$ cat config.mk
export PLATFORM = sky130hd
export DESIGN_NAME = lpm_power_ctrl
export DESIGN_NICKNAME = d
export VERILOG_FILES = /design/src/hdl/lpm_power_ctrl.v /design/src/hdl/lpm_slow_tick.v
export VERILOG_INCLUDE_DIRS = /design/src /design/src/pkg
export SDC_FILE = /design/constraint.sdc
export NUM_CORES = 1
export LEC_CHECK = 0
export BUFFER_PORTS_ARGS = -buffer_cell sky130_fd_sc_hd__buf_2
export CAP_MARGIN = 20
export CORE_MARGIN = 1.5
export CORE_UTILIZATION = 40
export DETAILED_ROUTE_END_ITERATION = 7
export PLACE_DENSITY = 0.63
export SLEW_MARGIN = 20
export SYNTH_ARGS = -nofsm -noshare
export SYNTH_HDL_FRONTEND = slang
export SYNTH_HIERARCHICAL = 1
export SYNTH_SLANG_ARGS = --single-unit
export TNS_END_PERCENT = 20
$ cat constraint.sdc
create_clock -name clk -period 10.1 [get_ports clk]
set_input_delay 1.01 -clock clk [delete_from_list [all_inputs] [get_ports clk]]
set_output_delay 1.01 -clock clk [all_outputs]
set_load 0.05 [all_outputs]
$ cat src/pkg/lpm_defs.vh
`ifndef LPM_DEFS_VH
`define LPM_DEFS_VH

// Register word addresses (byte address = 4 * index)
`define LPM_IDX_PWR_CTRL    8'h87
`define LPM_IDX_WAKE_CTRL   8'hce
`define LPM_IDX_IRQ_STATUS  8'hd0
`define LPM_IDX_IRQ_MASK    8'hd1
`define LPM_IDX_MODE_STATUS 8'hd2

// Power control fields
`define LPM_PWR_IDLE_BIT    0
`define LPM_PWR_STOP_BIT    1

// Wake timer control fields
`define LPM_WT_SEL_MSB      3
`define LPM_WT_SEL_LSB      0
`define LPM_WT_FLAG_BIT     6
`define LPM_WT_RUN_BIT      7
`define LPM_WT_SEL_MAX      4'h8
`define LPM_WT_RESET        8'h00

// Interrupt status bits
`define LPM_IRQ_WAKE_BIT    0
`define LPM_IRQ_EXIT_BIT    1
`define LPM_IRQ_W           2

// Timing: system clock and slow oscillator
`define LPM_CLK_HZ          20000000
`define LPM_SLOW_HZ         128000
// 15.625 ms base period at 128 kHz, in slow ticks
`define LPM_BASE_PERIOD_US  15625
`define LPM_BASE_TICKS      (`LPM_SLOW_HZ / 1000 * `LPM_BASE_PERIOD_US / 1000)
`define LPM_SLOW_DIV        (`LPM_CLK_HZ / `LPM_SLOW_HZ)
`define LPM_CNT_W           20

`endif
$ cat src/hdl/lpm_power_ctrl.v
`timescale 1ns/1ns
`include "lpm_defs.vh"
// Function
// - Wake flag cleared when CPU takes interrupt
// - Periodic wake interrupt, interval doubles per code
// - Select bits 3:0, flag bit 6
// - Stop bit halts fast clock, stop mode
// - Stop exits on external irq, timer, reset
// - Slow oscillator, watchdog follow config in stop
// - Idle bit halts CPU, clocks keep running
// - Idle exits on any enabled interrupt
// - Power control write-only, resets to zero
// - Bit 7 starts or stops wake timer
// - Wake timer runs from slow oscillator
module lpm_power_ctrl (
  // System
  input  wire        clk,
  input  wire        resetn,
  // Wishbone slave
  input  wire        wb_cyc_i,
  input  wire        wb_stb_i,
  input  wire        wb_we_i,
  input  wire [9:0]  wb_adr_i,
  input  wire [3:0]  wb_sel_i,
  input  wire [31:0] wb_dat_i,
  output reg  [31:0] wb_dat_o,
  output wire        wb_ack_o,
  // Wake sources and CPU side
  input  wire [2:0]  external_irq_lines,
  input  wire        enabled_irq_pending,
  input  wire        wake_irq_accept,
  input  wire        slow_osc_cfg_on,
  input  wire        watchdog_cfg_on,
  output wire        cpu_halt,
  output wire        fast_clk_enable,
  output wire        slow_osc_enable,
  output wire        watchdog_enable,
  output wire        wake_irq_request,
  // Interrupt
  output wire        irq
);
  localparam [1:0] ST_RUN  = 2'h0;
  // Mode status reads back these codes
  localparam [1:0] ST_IDLE = 2'h1;
  localparam [1:0] ST_STOP = 2'h2;

  // Period in slow ticks for a select code
  // Widest legal code needs 19 bits of count
  function [`LPM_CNT_W-1:0] wake_period;
    input [3:0]  sel;
    reg   [31:0] full;
    begin
      full        = `LPM_BASE_TICKS << sel;
      wake_period = full[`LPM_CNT_W-1:0];
    end
  endfunction

  // Reserved interval codes fold onto the longest period
  function [3:0] clamp_sel;
    input [3:0] code;
    begin
      if (code > `LPM_WT_SEL_MAX) begin
        clamp_sel = `LPM_WT_SEL_MAX;
      end else begin
        clamp_sel = code;
      end
    end
  endfunction

  // Sticky bit: a new event wins over a write-one-clear in the same cycle
  function sticky_next;
    input cur;
    input set_in;
    input clear_in;
    begin
      sticky_next = set_in | (cur & ~clear_in);
    end
  endfunction

  reg  [1:0]  state_reg;
  reg  [1:0]  state_next;
  reg         wake_run_reg;
  reg         wake_flag_reg;
  reg  [3:0]  wake_sel_reg;
  reg  [`LPM_CNT_W-1:0] wake_cnt_reg;
  reg  [`LPM_IRQ_W-1:0] irq_status_reg;
  reg  [`LPM_IRQ_W-1:0] irq_mask_reg;
  reg  [2:0]  ext_meta_reg;
  reg  [2:0]  ext_sync_reg;
  reg         pend_meta_reg;
  reg         pend_sync_reg;
  reg         ack_reg;
  wire        slow_tick;
  wire        wake_event;
  wire        ext_wake;
  wire        exit_event;
  wire [7:0]  idx;
  wire        bus_req;
  wire        wr_lane0;
  wire        pwr_wr;
  wire        wake_wr;
  wire        stop_req;
  wire        idle_req;
  wire        stop_wake_src;
  wire        idle_wake_src;
  wire        status_wr;
  wire        mask_wr;
  wire [`LPM_IRQ_W-1:0] status_clr;
  wire [`LPM_CNT_W-1:0] wake_last;
  reg  [31:0] rd_word;

  assign idx      = wb_adr_i[9:2];
  assign bus_req  = wb_cyc_i & wb_stb_i & ~ack_reg;
  assign wr_lane0 = bus_req & wb_we_i & wb_sel_i[0];
  assign pwr_wr   = wr_lane0 & (idx == `LPM_IDX_PWR_CTRL);
  assign wake_wr  = wr_lane0 & (idx == `LPM_IDX_WAKE_CTRL);
  assign wb_ack_o = ack_reg;
  assign status_wr  = wr_lane0 & (idx == `LPM_IDX_IRQ_STATUS);
  assign mask_wr    = wr_lane0 & (idx == `LPM_IDX_IRQ_MASK);
  // Only a write to the status word may clear status bits
  assign status_clr = status_wr ? wb_dat_i[`LPM_IRQ_W-1:0] : {`LPM_IRQ_W{1'b0}};
  assign stop_req   = pwr_wr & wb_dat_i[`LPM_PWR_STOP_BIT];
  assign idle_req   = pwr_wr & wb_dat_i[`LPM_PWR_IDLE_BIT];

  // Async irq lines may toggle while the fast clock is gated, so sync them
  // Only the second flop feeds logic; the first may be metastable
  always @(posedge clk or negedge resetn) begin
    if (!resetn) begin
      ext_meta_reg  <= 3'h0;
      ext_sync_reg  <= 3'h0;
      pend_meta_reg <= 1'b0;
      pend_sync_reg <= 1'b0;
    end else begin
      ext_meta_reg  <= external_irq_lines;
      ext_sync_reg  <= ext_meta_reg;
      pend_meta_reg <= enabled_irq_pending;
      pend_sync_reg <= pend_meta_reg;
    end
  end

  assign slow_osc_enable = slow_osc_cfg_on;
  assign watchdog_enable = watchdog_cfg_on;

  lpm_slow_tick u_slow_tick (
    .clk         (clk),
    .resetn      (resetn),
    .slow_osc_on (slow_osc_enable),
    .slow_tick   (slow_tick)
  );

  assign wake_last  = wake_period(wake_sel_reg) - 1'b1;
  assign wake_event = wake_run_reg & slow_tick & (wake_cnt_reg >= wake_last);

  always @(posedge clk or negedge resetn) begin
    if (!resetn) begin
      wake_cnt_reg <= {`LPM_CNT_W{1'b0}};
    end else if (!wake_run_reg || wake_wr) begin
      wake_cnt_reg <= {`LPM_CNT_W{1'b0}};
    end else if (slow_tick) begin
      if (wake_event) begin
        wake_cnt_reg <= {`LPM_CNT_W{1'b0}};
      end else begin
        wake_cnt_reg <= wake_cnt_reg + 1'b1;
      end
    end
  end

  always @(posedge clk or negedge resetn) begin
    if (!resetn) begin
      wake_run_reg <= 1'b0;
      wake_sel_reg <= 4'h0;
    end else if (wake_wr) begin
      wake_run_reg <= wb_dat_i[`LPM_WT_RUN_BIT];
      wake_sel_reg <= clamp_sel(wb_dat_i[`LPM_WT_SEL_MSB:`LPM_WT_SEL_LSB]);
    end
  end

  // Hardware set wins so a period is never lost to a late accept
  always @(posedge clk or negedge resetn) begin
    if (!resetn) begin
      wake_flag_reg <= 1'b0;
    end else begin
      if (wake_event) begin
        wake_flag_reg <= 1'b1;
      end else if (wake_irq_accept) begin
        wake_flag_reg <= 1'b0;
      end else if (wake_wr) begin
        wake_flag_reg <= wb_dat_i[`LPM_WT_FLAG_BIT];
      end
    end
  end
  assign wake_irq_request = wake_flag_reg;

  assign ext_wake      = |ext_sync_reg;
  assign stop_wake_src = ext_wake | wake_flag_reg;
  // idle also wakes on any enabled interrupt
  assign idle_wake_src = stop_wake_src | pend_sync_reg;

  always @* begin
    state_next = state_reg;
    case (state_reg)
      ST_RUN: begin
        if (stop_req) begin
          state_next = ST_STOP;
        end else if (idle_req) begin
          state_next = ST_IDLE;
        end
      end
      ST_IDLE: begin
        if (idle_wake_src) begin
          state_next = ST_RUN;
        end
      end
      ST_STOP: begin
        // clear mode, resume
        // Other pending interrupts cannot end stop
        if (stop_wake_src) begin
          state_next = ST_RUN;
        end
      end
      default: begin
        state_next = ST_RUN;
      end
    endcase
  end

  always @(posedge clk or negedge resetn) begin
    if (!resetn) begin
      state_reg <= ST_RUN;
    end else begin
      state_reg <= state_next;
    end
  end

  // One-cycle pulse as a low-power mode ends; feeds the exit status bit
  assign exit_event = (state_reg != ST_RUN) && (state_next == ST_RUN);
  // Stop halts the CPU as well; unlike idle it gates the clock and does not wake on enabled_irq_pending
  // peripherals keep clock in idle
  assign cpu_halt = (state_reg != ST_RUN);
  assign fast_clk_enable = (state_reg != ST_STOP);

  // Sticky status, write one to clear; a new event wins
  always @(posedge clk or negedge resetn) begin
    if (!resetn) begin
      irq_status_reg <= {`LPM_IRQ_W{1'b0}};
      irq_mask_reg   <= {`LPM_IRQ_W{1'b0}};
    end else begin
      if (mask_wr) begin
        irq_mask_reg <= wb_dat_i[`LPM_IRQ_W-1:0];
      end
      irq_status_reg[`LPM_IRQ_WAKE_BIT] <= sticky_next(irq_status_reg[`LPM_IRQ_WAKE_BIT], wake_event,
                                                       status_clr[`LPM_IRQ_WAKE_BIT]);
      irq_status_reg[`LPM_IRQ_EXIT_BIT] <= sticky_next(irq_status_reg[`LPM_IRQ_EXIT_BIT], exit_event,
                                                       status_clr[`LPM_IRQ_EXIT_BIT]);
    end
  end
  assign irq = |(irq_status_reg & irq_mask_reg);

  // Read mux; unmapped words read as zero
  always @* begin
    rd_word = 32'h0000_0000;
    case (idx)
      `LPM_IDX_PWR_CTRL:    rd_word = 32'h0000_0000;
      `LPM_IDX_WAKE_CTRL:   rd_word = {24'h000000, wake_run_reg, wake_flag_reg, 2'b00, wake_sel_reg};
      `LPM_IDX_IRQ_STATUS:  rd_word = {30'h0, irq_status_reg};
      `LPM_IDX_IRQ_MASK:    rd_word = {30'h0, irq_mask_reg};
      `LPM_IDX_MODE_STATUS: rd_word = {30'h0, state_reg};
      default:              rd_word = 32'h0000_0000;
    endcase
  end

  // Bus answers one cycle after the strobe; data is zero outside a read answer
  always @(posedge clk or negedge resetn) begin
    if (!resetn) begin
      ack_reg  <= 1'b0;
      wb_dat_o <= 32'h0000_0000;
    end else begin
      ack_reg  <= bus_req;
      if (bus_req && !wb_we_i) begin
        wb_dat_o <= rd_word;
      end else begin
        wb_dat_o <= 32'h0000_0000;
      end
    end
  end
endmodule // lpm_power_ctrl

$ cat src/hdl/lpm_slow_tick.v
`timescale 1ns/1ns
`include "lpm_defs.vh"
// Stand-in for the slow RC oscillator: a one-cycle enable at about 128 kHz
module lpm_slow_tick (
  // System
  input  wire clk,
  input  wire resetn,
  // Control
  input  wire slow_osc_on,
  output reg  slow_tick
);
  localparam [31:0] DIV_FULL = (`LPM_SLOW_DIV) - 1;
  localparam [7:0]  DIV_LAST = DIV_FULL[7:0];
  reg [7:0] div_reg;

  always @(posedge clk or negedge resetn) begin
    if (!resetn) begin
      div_reg   <= 8'h00;
      slow_tick <= 1'b0;
    end else if (!slow_osc_on) begin
      div_reg   <= 8'h00;
      slow_tick <= 1'b0;
    end else if (div_reg == DIV_LAST) begin
      div_reg   <= 8'h00;
      slow_tick <= 1'b1;
    end else begin
      div_reg   <= div_reg + 8'h01;
      slow_tick <= 1'b0;
    end
  end
endmodule // lpm_slow_tick

# Yosys cells after proc, flatten, opt, wreduce, memory -nomap -nowiden

Index checks and enable logic that the tools add are counted.

Add/subtract/negate cells: 3
$lt $le $gt $ge: 2
Equality and inequality tests: 9
Shifts and indexed selects: 1
Multiplexer cells: 19
Bitwise gates (word level): 22
Reduce and logical (&&, ||, !) cells: 12

Operator list:

| operator                | number |
|---|---|
| $mux W20                | 3 |
| $eq A8 B8 Y1 const B    | 6 |
| $pmux W8 S4             | 1 |
| $mux W8                 | 3 |
| $add A20 B1 Y20 const B | 1 |
| $ge A20 B20 Y1          | 1 |
| $shl A11 B4 Y20 const A | 1 |
| $sub A20 B1 Y20 const B | 1 |
| $and A1 B1 Y1           | 14 |
| $mux W2                 | 5 |
| $add A8 B1 Y8 const B   | 1 |
| $pmux W2 S3             | 1 |
| $mux W1                 | 5 |
| $gt A4 B4 Y1 const B    | 1 |
| $logic_not A2 Y1        | 2 |
| $mux W4                 | 1 |
| $or A1 B1 Y1            | 4 |
| $reduce_bool A2 Y1      | 2 |
| $not A1 Y1              | 3 |
| $reduce_bool A3 Y1      | 1 |
| $reduce_or A3 Y1        | 1 |
| $and A2 B2 Y2           | 1 |
| $eq A2 B1 Y1 const B    | 1 |
| $eq A2 B2 Y1 const B    | 1 |
| other kinds (5)         | 7 |

Register bits: 82
Bits of input ports: 58
Output and inout port bits: 39

# Longest topological paths before layout

Depth in word-level cells: 12
Depth in mapped cells: 18
Gate-level depth less buffers: 16

# Modules after synthesis

Netlist, hierarchy kept.

Modules (own cells, without submodules):

| module         | times used | cells an instance | area an instance (um^2) | seq. area each (um^2) |
|---|---|---|---|---|
| lpm_power_ctrl | 1          | 328               | 2,977.9                 | 1,176.1 |
| lpm_slow_tick  | 1          | 40                | 432.9                   | 225.2 |

# Worst setup path after synthesis

Ideal clock, no wire load.

Path type: reg-to-reg
Start point: reg wake_sel_reg[2]
End point: reg wake_cnt_reg[10]
Setup time: 71 ps
Arrival: 3,239 ps
Required time: 10,029 ps
Setup slack: 6,790 ps
Cell stages (with the launch flop): 19
Buffers on the path: 3
Cell sequence: dfrtp_1 -> clkbuf_1 -> buf_1 -> nor2_1 -> nand2_1 -> ha_1 -> nor2b_1 -> a21oi_1 -> o22ai_1 -> nand2_1 -> nand2_1 -> ha_1 -> o21ai_1 -> o22ai_1 -> a2111oi_0 -> o21a_2 -> o21ai_2 -> buf_2 -> nor2_1

Longest elaborated chain between the ends: 7

RTL lines:

| what                      | line                 | text |
|---|---|---|
| from (decl)               | lpm_power_ctrl.v:84  | `reg [3:0] wake_sel_reg;` |
| from (signal assigned)    | lpm_power_ctrl.v:174 | `` wake_sel_reg <= clamp_sel(wb_dat_i[`LPM_WT_SEL_MSB:`LPM_WT_SEL_LSB]); `` |
| $shl A11 B4 Y20 (no line) | -                    |  |
| $sub A20 B1 Y20           | lpm_power_ctrl.v:151 | `assign wake_last = wake_period(wake_sel_reg) - 1'b1;` |
| $ge A20 B20 Y1            | lpm_power_ctrl.v:152 | `assign wake_event = wake_run_reg & slow_tick & (wake_cnt_reg >= wake_last);` |
| $and A1 B1 Y1             | lpm_power_ctrl.v:152 |  |
| $mux W20                  | lpm_power_ctrl.v:160 | `if (wake_event) begin` |
| $mux W20                  | lpm_power_ctrl.v:159 | `end else if (slow_tick) begin` |
| $mux W20                  | lpm_power_ctrl.v:157 | `end else if (!wake_run_reg \|\| wake_wr) begin` |
| to (signal assigned)      | lpm_power_ctrl.v:156 | `` wake_cnt_reg <= {`LPM_CNT_W{1'b0}}; `` |
| to (signal assigned)      | lpm_power_ctrl.v:158 | `` wake_cnt_reg <= {`LPM_CNT_W{1'b0}}; `` |
| to (signal assigned)      | lpm_power_ctrl.v:161 | `` wake_cnt_reg <= {`LPM_CNT_W{1'b0}}; `` |
| to (decl)                 | lpm_power_ctrl.v:85  | `` reg [`LPM_CNT_W-1:0] wake_cnt_reg; `` |

Every way passes these cells. The select of a mux whose other input is x is not followed.
A chain may end at the register's enable or synchronous reset.

# Final worst setup path

Start point: reg wake_sel_reg[0]
End point: reg wake_cnt_reg[17]

The elaborated chain is that of the path after synthesis.

==> flow_metrics.py <==
metrics = {
    "run_status": {
        "status": "completed",
    },
    "clock_tree": {
        "tritoncts": "yes",
        "numCtsBuffers": 5,
        "cts_buffer_depth": 2,
        "ctsResizeCount": 0,
        "htreeDepth": 2,
        "cts.clk_slew.worst_paths_ps": 110,
        "cts_hold_buf": 0,
        "clk_latency_ps": 320,
        "postCtsSetupRepairBufs": 0,
        "root_buffer": "clkbuf_8",
        "cts.sinks": 56,
    },
    "sta": {
        "worst_slew_pin_slew_ps": 713,
        "fin_setup_tns_ps": 0,
        "period_share": 0.373,
        "rsz0062_at_grt": "no",
        "min_period_ps": 3770,
        "drv_slew": 0,
        "fin_worst_skew_ps": 9.75,
        "timing.fmax_mhz": 266,
        "setup_viol": 0,
        "hold_violations": 0,
        "relSlewSlack": 0.525,
    },
    "yosys": {
        "yosysSeqAreaShare": 0.411,
        "avgSynthCellArea_um2": 9.27,
        "syn-cell-area_um2": 3410,
        "synth_cells": 368,
        "synth-async-reset-ratio": 1.00,
        "synth_flop_cell": "dfrtp_1",
        "ys_seq_elements": 56,
        "synth-edff-count": 0,
        "yosys_warnings": 6,
        "synth.distinct_cells": 57,
    },
    "layout": {
        "final_layout_size_suffix_gt1_frac": 0.154,
        "fillers": 812,
        "final_area_um2": 3680,
        "nets": 479,
        "multiInputGateArea_um2": 1810,
        "regArea_um2": 1400,
        "largest_reg_flops": 20,
        "final_cells": 507,
        "area_delta_synth_final_pct": 7.81,
        "final_core_util": 0.445,
        "antenna_cells": 0,
    },
    "route": {
        "dr.pass1.iters": 4,
        "detail-route-antenna-nets": 0,
        "first_iter_violations": 168,
        "viasPerCell": 5.26,
        "drt_wl_total_um": 7020,
        "wl_per_cell_um": 13.8,
        "via_count": 2669,
        "drc": 0,
    },
    "critical_path": {
        "worstPathMaxFanout": 9,
        "cp-end-kind": "flip-flop",
        "crit_top_cell": "nand2_1",
        "crit_chain": "inv_1 -> nor2_1 -> nand2_1 -> ha_1 -> nor2b_1 -> a21oi_1 -> o22ai_1 -> nand2_1 -> nand2_1 -> ha_1 -> o21ai_1 -> o22ai_1 -> a2111oi_0 -> o21a_2 -> nand3_1 -> o211ai_1",
        "worst_r2r_path_depth": 16,
        "required_ps": 10330,
        "cp_slowest_cell": "dfrtp_1",
        "critical_path_arrival_ps": 4000,
        "worstSetupPathType": "flip-flop to flip-flop",
        "critPathLaunchType": "flip-flop",
        "cpPeakStageDelay_ps": 540,
    },
    "placed_design": {
        "place_inst": 499,
        "place.port_buffers": 37,
        "place_hpwl_um": 5210,
        "place_area_um2": 3580,
        "gp_congestion": 0.857,
    },
    "global_route": {
        "grt_overflow": 0,
        "grt_pass1_vias": 2518,
        "track_usage": 0.166,
        "antenna_found_initial": 0,
        "grt_max_degree": 57,
        "grt_pass1_wl_um": 11800,
    },
    "floorplanning": {
        "start_util": 0.413,
        "die_x_um": 95.3,
        "die_area_um2": 9090,
        "core_um2": 8260,
        "placementRows": 33,
        "io_pins": 97,
        "die_height_um": 95.3,
    },
    "job": {
        "maxCapViolCount": 0,
    },
    "pwr": {
        "peakVddDrop_uv": 88.0,
        "p_leak_nw": 1.72,
        "p_per_area_nw_per_um2": 111,
        "power_mw": 0.408,
    },
    "worst_hold_path": {
        "hold_depth": 0,
        "hp-class": "flip-flop to flip-flop",
    },
}
## critical path: cells and delay by family, from the launching register on
family	cells	cell delay (ps)
flip-flops	1	540
AND/OR/NAND/NOR	6	810
buffers and inverters	1	190
adder cells (fa/ha/maj)	2	550
AO/OA/AOI/OAI	7	1580
## synth_stat cells, types with 7 or more instances
master | instances | area share
xor2_1 | 14 | 0.036
nand4_1 | 9 | 0.017
inv_1 | 12 | 0.013
buf_4 | 29 | 0.064
dfrtp_1 | 56 | 0.41
and3_1 | 9 | 0.017
o21ai_0 | 13 | 0.019
a21oi_1 | 16 | 0.023
nand3_1 | 13 | 0.019
nor2_1 | 43 | 0.047
ha_1 | 20 | 0.073
nor3_1 | 7 | 0.010
nand2_1 | 32 | 0.035
## path summary, 6_finish.rpt
check | start | to | slack, ps
max in group asynchronous | resetn | wake_sel_reg[1]$_DFFE_PN0P_ | 8820
min reg2reg | pend_meta_reg$_DFF_PN0_ | pend_sync_reg$_DFF_PN0_ | 360
min | pend_meta_reg$_DFF_PN0_ | pend_sync_reg$_DFF_PN0_ | 360
max | wake_sel_reg[0]$_DFFE_PN0P_ | wake_cnt_reg[17]$_DFFE_PN0P_ | 6330
max reg2reg | wake_sel_reg[0]$_DFFE_PN0P_ | wake_cnt_reg[17]$_DFFE_PN0P_ | 6330
min in group asynchronous | resetn | u_slow_tick/div_reg[7]$_DFF_PN0_ | 820
## layer usage
metal	global-route usage	vias to the layer above	wire length, um
li1	-	1324	-
met1	0.235	1284	3440
met2	0.257	53	3230
met3	0.0319	8	245
met4	0.0473	0	99
met5	0	-	0
## cell type report
cell class,count,share of cell area
Multi-Input combinational cell,287,0.491
Clock inverter,3,0.00783
Inverter,13,0.0133
Clock buffer,5,0.0187
Sequential cell,56,0.381
Timing Repair Buffer,38,0.0524
Tap cell,105,0.0357
## per-stage QoR
step / hold slack (ps) / setup slack [ps]
final: 360 / 6330
after global routing: 369 / 5970
after CTS: 362 / 6370
after detailed placement: 335 / 6410
after global placement: 332 / 6480
after floorplan: 331 / 6790
## where the power goes
part           leakage (nW)  internal [mW]  switching, mW
Clock                0.0511         0.0525         0.0808
Sequential            0.740          0.227        0.00238
Combinational         0.930        0.00845         0.0364
## kinds of logic (layout without fill, tap and decap cells)
logic type,after synthesis,after routing,share of synthesized area
simple gates,149,149,0.226
compound gates,68,68,0.137
flops,56,56,0.411
buf+inv,50,59,0.0873
fa+ha+maj,20,20,0.0734
xor+xnor,20,20,0.0514
mux,4,4,0.0128
other cells,1,26,0.00110
## placed cells by master (no fill, tap or decap), drive strengths merged, types with 3 or more instances in the layout
master,count
nor2,45
a22oi,5
buf,38
a21o,3
nor2b,3
conb,26
inv,15
nor3,7
mux2,3
o21ai,15
and3,9
or2,3
o22ai,3
ha,20
or3,6
xor2,14
nand2,33
nand4,9
nand3,14
o211ai,4
o2111ai,5
dfrtp,56
and4,5
nand3b,4
clkbuf,5
xnor2,6
a21oi,18
(Power assumes the default switching activity.)
